## config.mk

```make
export PLATFORM = sky130hd
export DESIGN_NAME = efs_stat_counters
export DESIGN_NICKNAME = d
export VERILOG_FILES = /design/src/pkg/efs_pkg.sv /design/src/pkg/efs_regbus_if.sv /design/src/hw/efs_axil_port.sv /design/src/hw/efs_stat_counters.sv
export VERILOG_INCLUDE_DIRS = /design/src /design/src/pkg
export SDC_FILE = /design/constraint.sdc
export NUM_CORES = 2
export LEC_CHECK = 0
export BUFFER_PORTS_ARGS = -buffer_cell sky130_fd_sc_hd__buf_2
export CAP_MARGIN = 30
export CELL_PAD_IN_SITES_DETAIL_PLACEMENT = 2
export CELL_PAD_IN_SITES_GLOBAL_PLACEMENT = 2
export CORE_UTILIZATION = 45
export DETAILED_ROUTE_END_ITERATION = 10
export PLACE_DENSITY = 0.87
export SYNTH_ARGS = -nofsm -noshare
export SYNTH_HDL_FRONTEND = slang
export SYNTH_SLANG_ARGS = --single-unit
```

## constraint.sdc

```tcl
create_clock -name clock -period 77.2 [get_ports clock]
set_input_delay 7.72 -clock clock [delete_from_list [all_inputs] [get_ports clock]]
set_output_delay 7.72 -clock clock [all_outputs]
set_load 0.01 [all_outputs]
```

## src/pkg/efs_regs_regs.svh

```systemverilog
/*
 Register offsets, status word fields and counting limits of the
 frame statistics block. Assumes a 32-bit byte address on the register bus.
*/
`ifndef EFS_REGS_REGS_SVH
`define EFS_REGS_REGS_SVH

`define EFS_RXUNI_OFF 32'h3000_3630
`define EFS_RXMUL_OFF 32'h3000_3634
`define EFS_RXBRD_OFF 32'h3000_3638
`define EFS_RXOVF_OFF 32'h3000_363c
`define EFS_RXRUNT_OFF 32'h3000_3640
`define EFS_RXLONG_OFF 32'h3000_3644
`define EFS_RXCRC_OFF 32'h3000_3648
`define EFS_RXDRIB_OFF 32'h3000_364c
`define EFS_RXLEN_OFF 32'h3000_3650
`define EFS_RXTYPE_OFF 32'h3000_3654
`define EFS_TXALL_OFF 32'h3000_3700
`define EFS_TXCTL_OFF 32'h3000_3704
`define EFS_TXBYT_OFF 32'h3000_3708
`define EFS_TXGBYT_OFF 32'h3000_370c
`define EFS_TXL64_OFF 32'h3000_3710
`define EFS_TXL65_OFF 32'h3000_3714
`define EFS_TXL128_OFF 32'h3000_3718
`define EFS_TXL256_OFF 32'h3000_371c
`define EFS_TXL512_OFF 32'h3000_3720
`define EFS_TXL1024_OFF 32'h3000_3724
`define EFS_TXUNI_OFF 32'h3000_3728
`define EFS_TXMUL_OFF 32'h3000_272c
`define EFS_TXBRD_OFF 32'h3000_3730
`define EFS_TXUND_OFF 32'h3000_3734
`define EFS_TXBAD_OFF 32'h3000_3738
`define EFS_TXCOL1_OFF 32'h3000_373c
`define EFS_TXCOLN_OFF 32'h3000_3740
`define EFS_TXDEF_OFF 32'h3000_3744
`define EFS_TXLATE_OFF 32'h3000_3748
`define EFS_TXABT_OFF 32'h3000_374c
`define EFS_TXNOCRS_OFF 32'h3000_3750
`define EFS_TXXSDEF_OFF 32'h3000_3754
`define EFS_CFG_OFF 32'h3000_3780
`define EFS_RXLAST_OFF 32'h3000_3784
`define EFS_TXLAST_OFF 32'h3000_3788

`define EFS_NUM_CNT 32
`define EFS_CFG_FREEZE 16
`define EFS_CFG_LEN_RST 16'h05ee

`define EFS_RX_MISSED 0
`define EFS_RX_RUNT 1
`define EFS_RX_LONG 2
`define EFS_RX_CRC 3
`define EFS_RX_DRIBBLE 4
`define EFS_RX_LENERR 5
`define EFS_RX_TYPE 6
`define EFS_RX_MCAST 7
`define EFS_RX_BCAST 8
`define EFS_RX_ERR_MASK 32'h0000_063f

`define EFS_TX_LEN 15:0
`define EFS_TX_ABORT 16
`define EFS_TX_RETRY 17
`define EFS_TX_HBFAIL 18
`define EFS_TX_UNDERRUN 19
`define EFS_TX_DEFER 20
`define EFS_TX_XSDEF 21
`define EFS_TX_LATECOL 22
`define EFS_TX_NOCRS 23
`define EFS_TX_LOSSCRS 24
`define EFS_TX_CTRL 25
`define EFS_TX_MCAST 26
`define EFS_TX_BCAST 27
`define EFS_TX_COLCNT 31:28
`define EFS_COLCNT_ONE 4'h1

`define EFS_LEN_64 16'h0040
`define EFS_LEN_65 16'h0041
`define EFS_LEN_127 16'h007f
`define EFS_LEN_128 16'h0080
`define EFS_LEN_255 16'h00ff
`define EFS_LEN_256 16'h0100
`define EFS_LEN_511 16'h01ff
`define EFS_LEN_512 16'h0200
`define EFS_LEN_1023 16'h03ff
`define EFS_LEN_1024 16'h0400

`define EFS_RESP_OKAY 2'b00
`define EFS_RESP_SLVERR 2'b10

`endif

```

## src/pkg/efs_pkg.sv

```systemverilog
/*
 Types of the frame statistics block: counter indices and decode result.
 Assumes the offsets of efs_regs_regs.svh.
*/
package efs_pkg;
    typedef enum logic [4:0] {
        CNT_RX_UNI, CNT_RX_MUL, CNT_RX_BRD, CNT_RX_OVF, CNT_RX_RUNT, CNT_RX_LONG, CNT_RX_CRC,
        CNT_RX_DRIB, CNT_RX_LENERR, CNT_RX_TYPE, CNT_TX_ALL, CNT_TX_CTL, CNT_TX_BYT, CNT_TX_GBYT,
        CNT_TX_L64, CNT_TX_L65, CNT_TX_L128, CNT_TX_L256, CNT_TX_L512, CNT_TX_L1024, CNT_TX_UNI,
        CNT_TX_MUL, CNT_TX_BRD, CNT_TX_UND, CNT_TX_BAD, CNT_TX_COL1, CNT_TX_COLN, CNT_TX_DEF,
        CNT_TX_LATE, CNT_TX_ABT, CNT_TX_NOCRS, CNT_TX_XSDEF
    } efs_cnt_type;

    typedef struct packed {
        logic hit;
        efs_cnt_type idx;
    } efs_hit_type;
endpackage : efs_pkg

```

## src/pkg/efs_regbus_if.sv

```systemverilog
/*
 Simple register access between the bus port and the counter core.
 Assumes read data and write acceptance are answered in the same cycle.
*/
`timescale 1ns/10ps
interface efs_regbus_if;
    logic [31:0] rdAddr;
    logic [31:0] rdData;
    logic rdOk;
    logic wrReq;
    logic [31:0] wrAddr;
    logic [31:0] wrData;
    logic [3:0] wrStrb;
    logic wrOk;
    modport port (output rdAddr, input rdData, input rdOk, output wrReq, output wrAddr,
                  output wrData, output wrStrb, input wrOk);
    modport core (input rdAddr, output rdData, output rdOk, input wrReq, input wrAddr,
                  input wrData, input wrStrb, output wrOk);
endinterface : efs_regbus_if

```

## src/hw/efs_axil_port.sv

```systemverilog
/*
 AXI4-Lite slave port of the frame statistics block.
 Assumes one read and one write outstanding at most; core answers combinationally.
*/
`timescale 1ns/10ps
`include "efs_regs_regs.svh"
module efs_axil_port (
    input wire logic clock,
    input wire logic rst,
    input wire logic [31:0] awaddr,
    input wire logic awvalid,
    output logic awready,
    input wire logic [31:0] wdata,
    input wire logic [3:0] wstrb,
    input wire logic wvalid,
    output logic wready,
    output logic [1:0] bresp,
    output logic bvalid,
    input wire logic bready,
    input wire logic [31:0] araddr,
    input wire logic arvalid,
    output logic arready,
    output logic [31:0] rdata,
    output logic [1:0] rresp,
    output logic rvalid,
    input wire logic rready,
    efs_regbus_if.port bus
);
    logic [31:0] awAddr_q;
    logic [31:0] wData_q;
    logic [3:0] wStrb_q;

    // Address and data may arrive in either order
    always_ff @(posedge clock or posedge rst) begin
        if (rst) begin
            awready <= 1'b1;
            wready <= 1'b1;
            awAddr_q <= 32'h0000_0000;
            wData_q <= 32'h0000_0000;
            wStrb_q <= 4'h0;
        end else if (bvalid && bready) begin
            awready <= 1'b1;
            wready <= 1'b1;
        end else begin
            if (awvalid && awready) begin
                awready <= 1'b0;
                awAddr_q <= awaddr;
            end
            if (wvalid && wready) begin
                wready <= 1'b0;
                wData_q <= wdata;
                wStrb_q <= wstrb;
            end
        end
    end

    assign bus.wrReq = !awready && !wready && !bvalid;
    assign bus.wrAddr = awAddr_q;
    assign bus.wrData = wData_q;
    assign bus.wrStrb = wStrb_q;

    always_ff @(posedge clock or posedge rst) begin
        if (rst) begin
            bvalid <= 1'b0;
            bresp <= `EFS_RESP_OKAY;
        end else if (bus.wrReq) begin
            bvalid <= 1'b1;
            bresp <= bus.wrOk ? `EFS_RESP_OKAY : `EFS_RESP_SLVERR;
        end else if (bready) begin
            bvalid <= 1'b0;
        end
    end

    // Data is sampled at the address handshake, so a read never sees a torn counter
    assign bus.rdAddr = araddr;

    always_ff @(posedge clock or posedge rst) begin
        if (rst) begin
            arready <= 1'b1;
            rvalid <= 1'b0;
            rdata <= 32'h0000_0000;
            rresp <= `EFS_RESP_OKAY;
        end else if (arvalid && arready) begin
            arready <= 1'b0;
            rvalid <= 1'b1;
            rdata <= bus.rdData;
            rresp <= bus.rdOk ? `EFS_RESP_OKAY : `EFS_RESP_SLVERR;
        end else if (rvalid && rready) begin
            arready <= 1'b1;
            rvalid <= 1'b0;
        end
    end
endmodule : efs_axil_port

```

## src/hw/efs_stat_counters.sv

```systemverilog
/*
 Transmit and receive frame statistics counters with an AXI4-Lite register port.
 Assumes the MAC presents one status word per frame with a one-cycle valid strobe.
*/
// Decided for this implementation: register access over AXI4-Lite.
`timescale 1ns/10ps
`include "efs_regs_regs.svh"
// Overview of operation
// - Every counter is 32 bits, readable at its own word address.
// - Receive unicast, multicast, broadcast counters count error-free frames only.
// - Receive overflow counter counts frames whose status flags a missed frame.
// - Undersize counter counts received frames flagged as runts.
// - Oversize counter counts received frames flagged too long.
// - Separate receive counters for checksum errors and dribble bits.
// - Receive length error counter follows the length error flag.
// - Receive type-frame counter follows the frame type flag.
// - All-frames transmit counter counts each status, good or bad, no retries.
// - Transmit control counter counts good control frames, no retries.
// - Total transmit byte counter adds every frame's length, no retries.
// - Good byte counter adds length only when abort and retry are clear.
// - Transmit length buckets from 64 up to the configured largest length.
// - Transmit unicast, multicast, broadcast counters count good frames, no retries.
// - Underrun counter counts frames aborted by buffer underrun.
// - Bad transmit counter counts abort or heartbeat failure.
// - Single collision counter: collision count one with retry set.
// - Multiple collision counter: collision count above one with retry set.
// - Separate transmit counters for deferred and excessively deferred frames.
// - Late collision counter follows the late collision flag.
// - Aborted frame counter follows the frame abort flag.
// - No-carrier counter counts no carrier or loss of carrier.
module efs_stat_counters (
    input wire logic clock,
    input wire logic rst,
    input wire logic [31:0] awaddr,
    input wire logic awvalid,
    output logic awready,
    input wire logic [31:0] wdata,
    input wire logic [3:0] wstrb,
    input wire logic wvalid,
    output logic wready,
    output logic [1:0] bresp,
    output logic bvalid,
    input wire logic bready,
    input wire logic [31:0] araddr,
    input wire logic arvalid,
    output logic arready,
    output logic [31:0] rdata,
    output logic [1:0] rresp,
    output logic rvalid,
    input wire logic rready,
    input wire logic rxStatValid,
    input wire logic [31:0] rxStatus,
    input wire logic txStatValid,
    input wire logic [31:0] txStatus
);
    efs_regbus_if bus ();

    efs_axil_port u_port (
        .clock(clock),
        .rst(rst),
        .awaddr(awaddr),
        .awvalid(awvalid),
        .awready(awready),
        .wdata(wdata),
        .wstrb(wstrb),
        .wvalid(wvalid),
        .wready(wready),
        .bresp(bresp),
        .bvalid(bvalid),
        .bready(bready),
        .araddr(araddr),
        .arvalid(arvalid),
        .arready(arready),
        .rdata(rdata),
        .rresp(rresp),
        .rvalid(rvalid),
        .rready(rready),
        .bus(bus.port)
    );

    function automatic logic inRange(input logic [15:0] len, input logic [15:0] lo, input logic [15:0] hi);
        inRange = (len >= lo) && (len <= hi);
    endfunction : inRange

    function automatic efs_pkg::efs_hit_type decode(input logic [31:0] addr);
        decode.hit = 1'b1;
        decode.idx = efs_pkg::CNT_RX_UNI;
        case (addr)
            `EFS_RXUNI_OFF: decode.idx = efs_pkg::CNT_RX_UNI;
            `EFS_RXMUL_OFF: decode.idx = efs_pkg::CNT_RX_MUL;
            `EFS_RXBRD_OFF: decode.idx = efs_pkg::CNT_RX_BRD;
            `EFS_RXOVF_OFF: decode.idx = efs_pkg::CNT_RX_OVF;
            `EFS_RXRUNT_OFF: decode.idx = efs_pkg::CNT_RX_RUNT;
            `EFS_RXLONG_OFF: decode.idx = efs_pkg::CNT_RX_LONG;
            `EFS_RXCRC_OFF: decode.idx = efs_pkg::CNT_RX_CRC;
            `EFS_RXDRIB_OFF: decode.idx = efs_pkg::CNT_RX_DRIB;
            `EFS_RXLEN_OFF: decode.idx = efs_pkg::CNT_RX_LENERR;
            `EFS_RXTYPE_OFF: decode.idx = efs_pkg::CNT_RX_TYPE;
            `EFS_TXALL_OFF: decode.idx = efs_pkg::CNT_TX_ALL;
            `EFS_TXCTL_OFF: decode.idx = efs_pkg::CNT_TX_CTL;
            `EFS_TXBYT_OFF: decode.idx = efs_pkg::CNT_TX_BYT;
            `EFS_TXGBYT_OFF: decode.idx = efs_pkg::CNT_TX_GBYT;
            `EFS_TXL64_OFF: decode.idx = efs_pkg::CNT_TX_L64;
            `EFS_TXL65_OFF: decode.idx = efs_pkg::CNT_TX_L65;
            `EFS_TXL128_OFF: decode.idx = efs_pkg::CNT_TX_L128;
            `EFS_TXL256_OFF: decode.idx = efs_pkg::CNT_TX_L256;
            `EFS_TXL512_OFF: decode.idx = efs_pkg::CNT_TX_L512;
            `EFS_TXL1024_OFF: decode.idx = efs_pkg::CNT_TX_L1024;
            `EFS_TXUNI_OFF: decode.idx = efs_pkg::CNT_TX_UNI;
            `EFS_TXMUL_OFF: decode.idx = efs_pkg::CNT_TX_MUL;
            `EFS_TXBRD_OFF: decode.idx = efs_pkg::CNT_TX_BRD;
            `EFS_TXUND_OFF: decode.idx = efs_pkg::CNT_TX_UND;
            `EFS_TXBAD_OFF: decode.idx = efs_pkg::CNT_TX_BAD;
            `EFS_TXCOL1_OFF: decode.idx = efs_pkg::CNT_TX_COL1;
            `EFS_TXCOLN_OFF: decode.idx = efs_pkg::CNT_TX_COLN;
            `EFS_TXDEF_OFF: decode.idx = efs_pkg::CNT_TX_DEF;
            `EFS_TXLATE_OFF: decode.idx = efs_pkg::CNT_TX_LATE;
            `EFS_TXABT_OFF: decode.idx = efs_pkg::CNT_TX_ABT;
            `EFS_TXNOCRS_OFF: decode.idx = efs_pkg::CNT_TX_NOCRS;
            `EFS_TXXSDEF_OFF: decode.idx = efs_pkg::CNT_TX_XSDEF;
            default: decode.hit = 1'b0;
        endcase
    endfunction : decode

    // Status words are registered once; they also stay readable as the last seen
    logic rxValid_q;
    logic [31:0] rxStat_q;
    logic txValid_q;
    logic [31:0] txStat_q;

    always_ff @(posedge clock or posedge rst) begin
        if (rst) begin
            rxValid_q <= 1'b0;
            rxStat_q <= 32'h0000_0000;
        end else begin
            rxValid_q <= rxStatValid;
            if (rxStatValid) begin
                rxStat_q <= rxStatus;
            end
        end
    end

    always_ff @(posedge clock or posedge rst) begin
        if (rst) begin
            txValid_q <= 1'b0;
            txStat_q <= 32'h0000_0000;
        end else begin
            txValid_q <= txStatValid;
            if (txStatValid) begin
                txStat_q <= txStatus;
            end
        end
    end

    // Configuration: largest frame length and a freeze bit
    logic [15:0] largestFrameLength_q;
    logic freeze_q;
    logic cfgWrite;

    assign cfgWrite = bus.wrReq && (bus.wrAddr == `EFS_CFG_OFF);

    always_ff @(posedge clock or posedge rst) begin
        if (rst) begin
            largestFrameLength_q <= `EFS_CFG_LEN_RST;
            freeze_q <= 1'b0;
        end else if (cfgWrite) begin
            if (bus.wrStrb[0]) begin
                largestFrameLength_q[7:0] <= bus.wrData[7:0];
            end
            if (bus.wrStrb[1]) begin
                largestFrameLength_q[15:8] <= bus.wrData[15:8];
            end
            if (bus.wrStrb[2]) begin
                freeze_q <= bus.wrData[`EFS_CFG_FREEZE];
            end
        end
    end

    // Per-frame increment decisions
    logic [`EFS_NUM_CNT-1:0] inc;
    logic rxGood;
    logic rxMcast;
    logic rxBcast;
    logic txRetry;
    logic txGood;
    logic txFirst;
    logic txMcast;
    logic txBcast;
    logic [15:0] txLen;
    logic [3:0] txCol;

    always_comb begin
        inc = '0;
        rxGood = (rxStat_q & `EFS_RX_ERR_MASK) == 32'h0000_0000;
        rxMcast = rxStat_q[`EFS_RX_MCAST];
        rxBcast = rxStat_q[`EFS_RX_BCAST];
        txRetry = txStat_q[`EFS_TX_RETRY];
        txFirst = !txRetry;
        txGood = !txStat_q[`EFS_TX_ABORT] && !txRetry;
        txMcast = txStat_q[`EFS_TX_MCAST];
        txBcast = txStat_q[`EFS_TX_BCAST];
        txLen = txStat_q[`EFS_TX_LEN];
        txCol = txStat_q[`EFS_TX_COLCNT];
        if (rxValid_q && !freeze_q) begin
            inc[efs_pkg::CNT_RX_UNI] = rxGood && !rxMcast && !rxBcast;
            inc[efs_pkg::CNT_RX_MUL] = rxGood && rxMcast && !rxBcast;
            inc[efs_pkg::CNT_RX_BRD] = rxGood && rxBcast;
            inc[efs_pkg::CNT_RX_OVF] = rxStat_q[`EFS_RX_MISSED];
            inc[efs_pkg::CNT_RX_RUNT] = rxStat_q[`EFS_RX_RUNT];
            inc[efs_pkg::CNT_RX_LONG] = rxStat_q[`EFS_RX_LONG];
            inc[efs_pkg::CNT_RX_CRC] = rxStat_q[`EFS_RX_CRC];
            inc[efs_pkg::CNT_RX_DRIB] = rxStat_q[`EFS_RX_DRIBBLE];
            inc[efs_pkg::CNT_RX_LENERR] = rxStat_q[`EFS_RX_LENERR];
            inc[efs_pkg::CNT_RX_TYPE] = rxStat_q[`EFS_RX_TYPE];
        end
        if (txValid_q && !freeze_q) begin
            inc[efs_pkg::CNT_TX_ALL] = txFirst;
            inc[efs_pkg::CNT_TX_CTL] = txGood && txStat_q[`EFS_TX_CTRL];
            inc[efs_pkg::CNT_TX_BYT] = txFirst;
            inc[efs_pkg::CNT_TX_GBYT] = txGood;
            inc[efs_pkg::CNT_TX_L64] = txFirst && (txLen == `EFS_LEN_64);
            inc[efs_pkg::CNT_TX_L65] = txFirst && inRange(txLen, `EFS_LEN_65, `EFS_LEN_127);
            inc[efs_pkg::CNT_TX_L128] = txFirst && inRange(txLen, `EFS_LEN_128, `EFS_LEN_255);
            inc[efs_pkg::CNT_TX_L256] = txFirst && inRange(txLen, `EFS_LEN_256, `EFS_LEN_511);
            inc[efs_pkg::CNT_TX_L512] = txFirst && inRange(txLen, `EFS_LEN_512, `EFS_LEN_1023);
            inc[efs_pkg::CNT_TX_L1024] = txFirst && inRange(txLen, `EFS_LEN_1024, largestFrameLength_q);
            inc[efs_pkg::CNT_TX_UNI] = txGood && !txMcast && !txBcast;
            inc[efs_pkg::CNT_TX_MUL] = txGood && txMcast && !txBcast;
            inc[efs_pkg::CNT_TX_BRD] = txGood && txBcast;
            inc[efs_pkg::CNT_TX_UND] = txStat_q[`EFS_TX_UNDERRUN];
            inc[efs_pkg::CNT_TX_BAD] = txStat_q[`EFS_TX_ABORT] || txStat_q[`EFS_TX_HBFAIL];
            inc[efs_pkg::CNT_TX_COL1] = txRetry && (txCol == `EFS_COLCNT_ONE);
            inc[efs_pkg::CNT_TX_COLN] = txRetry && (txCol > `EFS_COLCNT_ONE);
            inc[efs_pkg::CNT_TX_DEF] = txStat_q[`EFS_TX_DEFER];
            inc[efs_pkg::CNT_TX_XSDEF] = txStat_q[`EFS_TX_XSDEF];
            inc[efs_pkg::CNT_TX_LATE] = txStat_q[`EFS_TX_LATECOL];
            inc[efs_pkg::CNT_TX_ABT] = txStat_q[`EFS_TX_ABORT];
            inc[efs_pkg::CNT_TX_NOCRS] = txStat_q[`EFS_TX_NOCRS] || txStat_q[`EFS_TX_LOSSCRS];
        end
    end

    // Counter bank; byte counters add the frame length, all others step by one
    logic [31:0] cnt_q [`EFS_NUM_CNT];
    logic [31:0] txBytes;

    assign txBytes = {16'h0000, txLen};

    always_ff @(posedge clock or posedge rst) begin
        if (rst) begin
            for (int i = 0; i < `EFS_NUM_CNT; i++) begin
                cnt_q[i] <= 32'h0000_0000;
            end
        end else begin
            for (int i = 0; i < `EFS_NUM_CNT; i++) begin
                if (inc[i]) begin
                    // Plain 32-bit add: wraps around past the top, no saturation
                    if (i == int'(efs_pkg::CNT_TX_BYT) || i == int'(efs_pkg::CNT_TX_GBYT)) begin
                        cnt_q[i] <= cnt_q[i] + txBytes;
                    end else begin
                        cnt_q[i] <= cnt_q[i] + 32'h0000_0001;
                    end
                end
            end
        end
    end

    // Register reads; an increment in the same cycle is seen on the next read
    efs_pkg::efs_hit_type rdHit;
    logic [31:0] rdData;
    logic rdOk;

    always_comb begin
        rdHit = decode(bus.rdAddr);
        rdOk = 1'b1;
        rdData = 32'h0000_0000;
        case (bus.rdAddr)
            `EFS_CFG_OFF: begin
                rdData[15:0] = largestFrameLength_q;
                rdData[`EFS_CFG_FREEZE] = freeze_q;
            end
            `EFS_RXLAST_OFF: rdData = rxStat_q;
            `EFS_TXLAST_OFF: rdData = txStat_q;
            default: begin
                if (rdHit.hit) begin
                    rdData = cnt_q[rdHit.idx];
                end else begin
                    rdOk = 1'b0;
                end
            end
        endcase
    end

    assign bus.rdData = rdData;
    assign bus.rdOk = rdOk;

    // Counters are read-only: only the configuration word accepts writes
    assign bus.wrOk = (bus.wrAddr == `EFS_CFG_OFF);
endmodule : efs_stat_counters

```

==> results.yml <==
run_status:
  status: "complete, but fails checks"
  violations: "max-capacitance violations, max-slew violations"
synth:
  synth_warnings: 0
  synth_top_area_share_pct: 47.68
  syn-cell-area_um2: 62290
  synth_top_cells_by_count: "dfrtp_1 (1,187), nand2_1 (763), xnor2_1 (718), nor2_1 (397), nand3_1 (370)"
  yosysMostFrequentCell: "dfrtp_1"
  syn_inst: 6139
  synth_edf_count: 0
  ys_ff_latch: 1198
  yosys-top-cells-area: "dfrtp_1 (48%), xnor2_1 (10%), nand2_1 (4.6%)"
  syn_area_per_cell_um2: 10.15
  synth_top_area_cell: "dfrtp_1"
  yosys_most_used_dff: "dfrtp_1"
  async_flop_share_pct: 100.0
  yosysSeqAreaShare_pct: 48.15
  ys_types: 102
setup_path:
  crit_type: "primary input to register"
  worstPathRequired_ns: 77.93
  critPathMaxFanout: 132
  timing.rr.end: "cnt_q[477]"
  critPathLaunchType: "primary input"
  crit_path_end: "u_port.rdata[28]"
  endpoint_kind: "register"
  regToRegStartpoint: "txStat_q[17]"
  worstSetupStartpoint: "araddr[5]"
  regToRegSetupSlack_ns: 72.16
  cp.arrival_ns: 13.40
  reg2regPathDepth: 10
sta:
  max-slew-margin-rel_pct: -33.76
  fmax_mhz: 78.94
  worst_slew_pin_slew_ns: 1.991
  whs_ns: 0.4789
  fin_crit_sh_pct: 16.41
  rsz0062_at_grt: "no"
  fin_worst_skew_ns: 0.05405
  fin_crit_ns: 12.67
  hold_viol: 0
  slew_violations: 4
  fin_setup_tns_ns: 0
  layout_setup_ws_ns: 64.53
  setup_viol: 0
floorplan:
  coreArea_um2: 137500
  fp.dieArea_um2: 139900
  fp.dieW_um: 374.1
  rows: 136
  initial_core_util_pct: 45.31
  die_y_um: 374.1
  io_pins: 214
cts:
  postCtsSetupBuffers: 0
  hold_buffers: 0
  cts_tree: "built"
  cts_max_level: 4
  root_buffer: "clkbuf_16"
  clock_latency_ns: 0.84
  cts_buffers: 138
  clk_pin_slew_ns: 0.07
  clk_path_buf_depth: 3
  ctsResizeCount: 0
  clock_sinks: 1198
pwr:
  power.leakage_nw: 31.02
  p_clk_share_pct: 39.3
  p_sw_share_pct: 34.08
  p_comb_share_pct: 16.7
  switching_power_w: 0.0006240
  peakVddDrop_uv: 30.77
  powerDensity_nw_per_um2: 26.07
  p_seq_share_pct: 44.0
  internal-power_w: 0.001207
final_layout:
  drive_gt1_share_pct: 12.23
  fin_nets: 6596
  area_growth_pct: 12.75
  final_cells: 8274
route:
  post_drt_wl_per_cell_um: 39.00
  drt_first_pass_iters: 6
  drt_iter0_drc: 6977
  wl_mm: 322.7
  drc_errors: 0
  via_per_inst: 7.075
  dr_total_vias: 58540
  antenna_left: 0
flow_run:
  maxCapViolCount: 2
worst_hold_path:
  min_path_type: "register to register"
  holdPathStages: 1
global_route:
  track_usage_pct: 42.44
  grt_pass1_vias: 62670
  grt_max_degree: 160
  grt_first_pass_wirelength_mm: 443.6
  antenna_found_initial: 48
  grt.overflow.total: 0
placement:
  pre_cts_ws_ns: 64.43
  placedCellCount: 7980
  port_buffers: 195
  dp.final_hpwl_mm: 180.7
  place.gp.congestion: 0.9209
flip-flops by register name, indices dropped and copies added, names as in the netlist:
register / flops
cnt_q: 1024
u_port.rdata: 32
u_port.rvalid: 1
freeze_q: 1
u_port.bus.wrAddr: 32
u_port.bus.wrStrb: 3
u_port.bresp: 1
txStat_q: 32
rxStat_q: 32
u_port.bvalid: 1
u_port.bus.wrData: 17
largestFrameLength_q: 16
txValid_q: 1
u_port.arready: 1
rxValid_q: 1
u_port.awready: 1
u_port.wready: 1
u_port.rresp: 1
power groups by stage:
stage | combinational (W) | sequential [W] | clock, W
floorplan | 0.000172 | 0.000757 | 0
global placement | 0.000228 | 0.000784 | 0
detailed placement | 0.000253 | 0.000793 | 0
CTS | 0.000281 | 0.000791 | 0.000707
global route | 0.000317 | 0.000805 | 0.000735
finish | 0.000306 | 0.000806 | 0.000719
critical path: stages:
cell and delay [ns]:
buf_2 0.36, nor2b_1 0.18, a22oi_1 0.67, o32ai_2 0.30
o21ai_4 0.62, buf_12 0.66, buf_4 0.83, mux2i_1 0.30
a211o_1 0.40, o31a_1 0.24, a31oi_1 0.66, o22a_1 0.27
placed cells by master (no fill, tap or decap), types with 19 or more instances in the layout:
cell type	count
nand3_1	370
a211oi_1	19
ha_1	78
o21ai_0	232
inv_1	114
clkbuf_8	34
clkbuf_16	146
buf_4	90
clkinv_2	27
dfrtp_1	1187
a31oi_1	25
or3_1	22
and2_1	39
o211ai_1	30
nand2b_1	20
and3_1	183
nor4_1	23
a22o_1	26
xor2_1	260
nor2_1	394
buf_2	200
diode_2	27
nand2_1	761
nand4_1	200
o22a_1	33
and4_1	50
a32oi_1	45
xnor2_1	718
mux2i_1	162
a22oi_1	118
a21o_1	19
a221oi_1	56
a21oi_1	122
mux2_2	184
nor2b_1	22
clkbuf_1	30
nor3_1	71
cells by family after synthesis:
group / Yosys count / share of synthesized area, %
xor gates and xnor gates: 978 / 13.75
adders and majority gates: 80 / 1.631
DFF: 1198 / 48.15
muxes: 347 / 5.965
buffers and inverters: 358 / 2.529
other: 1 / 0.006020
and+or+nand+nor: 2274 / 17.94
AOI/OAI and AO/OA: 903 / 10.03
metrics by stage:
stage	power (W)	cell area, µm²	util (%)
finish	0.001831	70240	51.08
global route	0.001857	70180	51.04
CTS	0.001780	69910	50.85
detailed placement	0.001046	65280	47.48
global placement	0.001012	65120	47.37
floorplan	0.0009294	62300	-
layout make-up:
class / instances / area [µm²]
Inverter: 115 / 439.2
Multi-Input combinational cell: 4584 / 30840
Fill cell: 13620 / 67250
Timing Repair Buffer: 306 / 2024
Clock inverter: 41 / 404.1
Antenna cell: 27 / 67.56
Clock buffer: 209 / 4220
Tap cell: 1794 / 2245
Sequential cell: 1198 / 29990
per-layer routing:
metal / part of all wire (%) / routed length [µm] / vias to the layer above / track usage [%]
met5: 0.067 / 216 / - / 0.5146
met4: 10 / 33680 / 34 / 33.43
met3: 10 / 32270 / 1919 / 11.33
met2: 45 / 146000 / 4408 / 68.19
met1: 34 / 110500 / 30030 / 47.83
li1: - / - / 22150 / -
worst min path at each step:
stage | from | endpoint | slack, ns
after floorplan | cnt_q[415] | cnt_q[415] | 0.44
after global placement | cnt_q[575] | cnt_q[575] | 0.46
after detailed placement | cnt_q[191] | cnt_q[191] | 0.47
after CTS | cnt_q[479] | cnt_q[479] | 0.48
after global routing | cnt_q[130] | cnt_q[130] | 0.49
final | cnt_q[479] | cnt_q[479] | 0.48
Power figures use the tool's default switching activity.
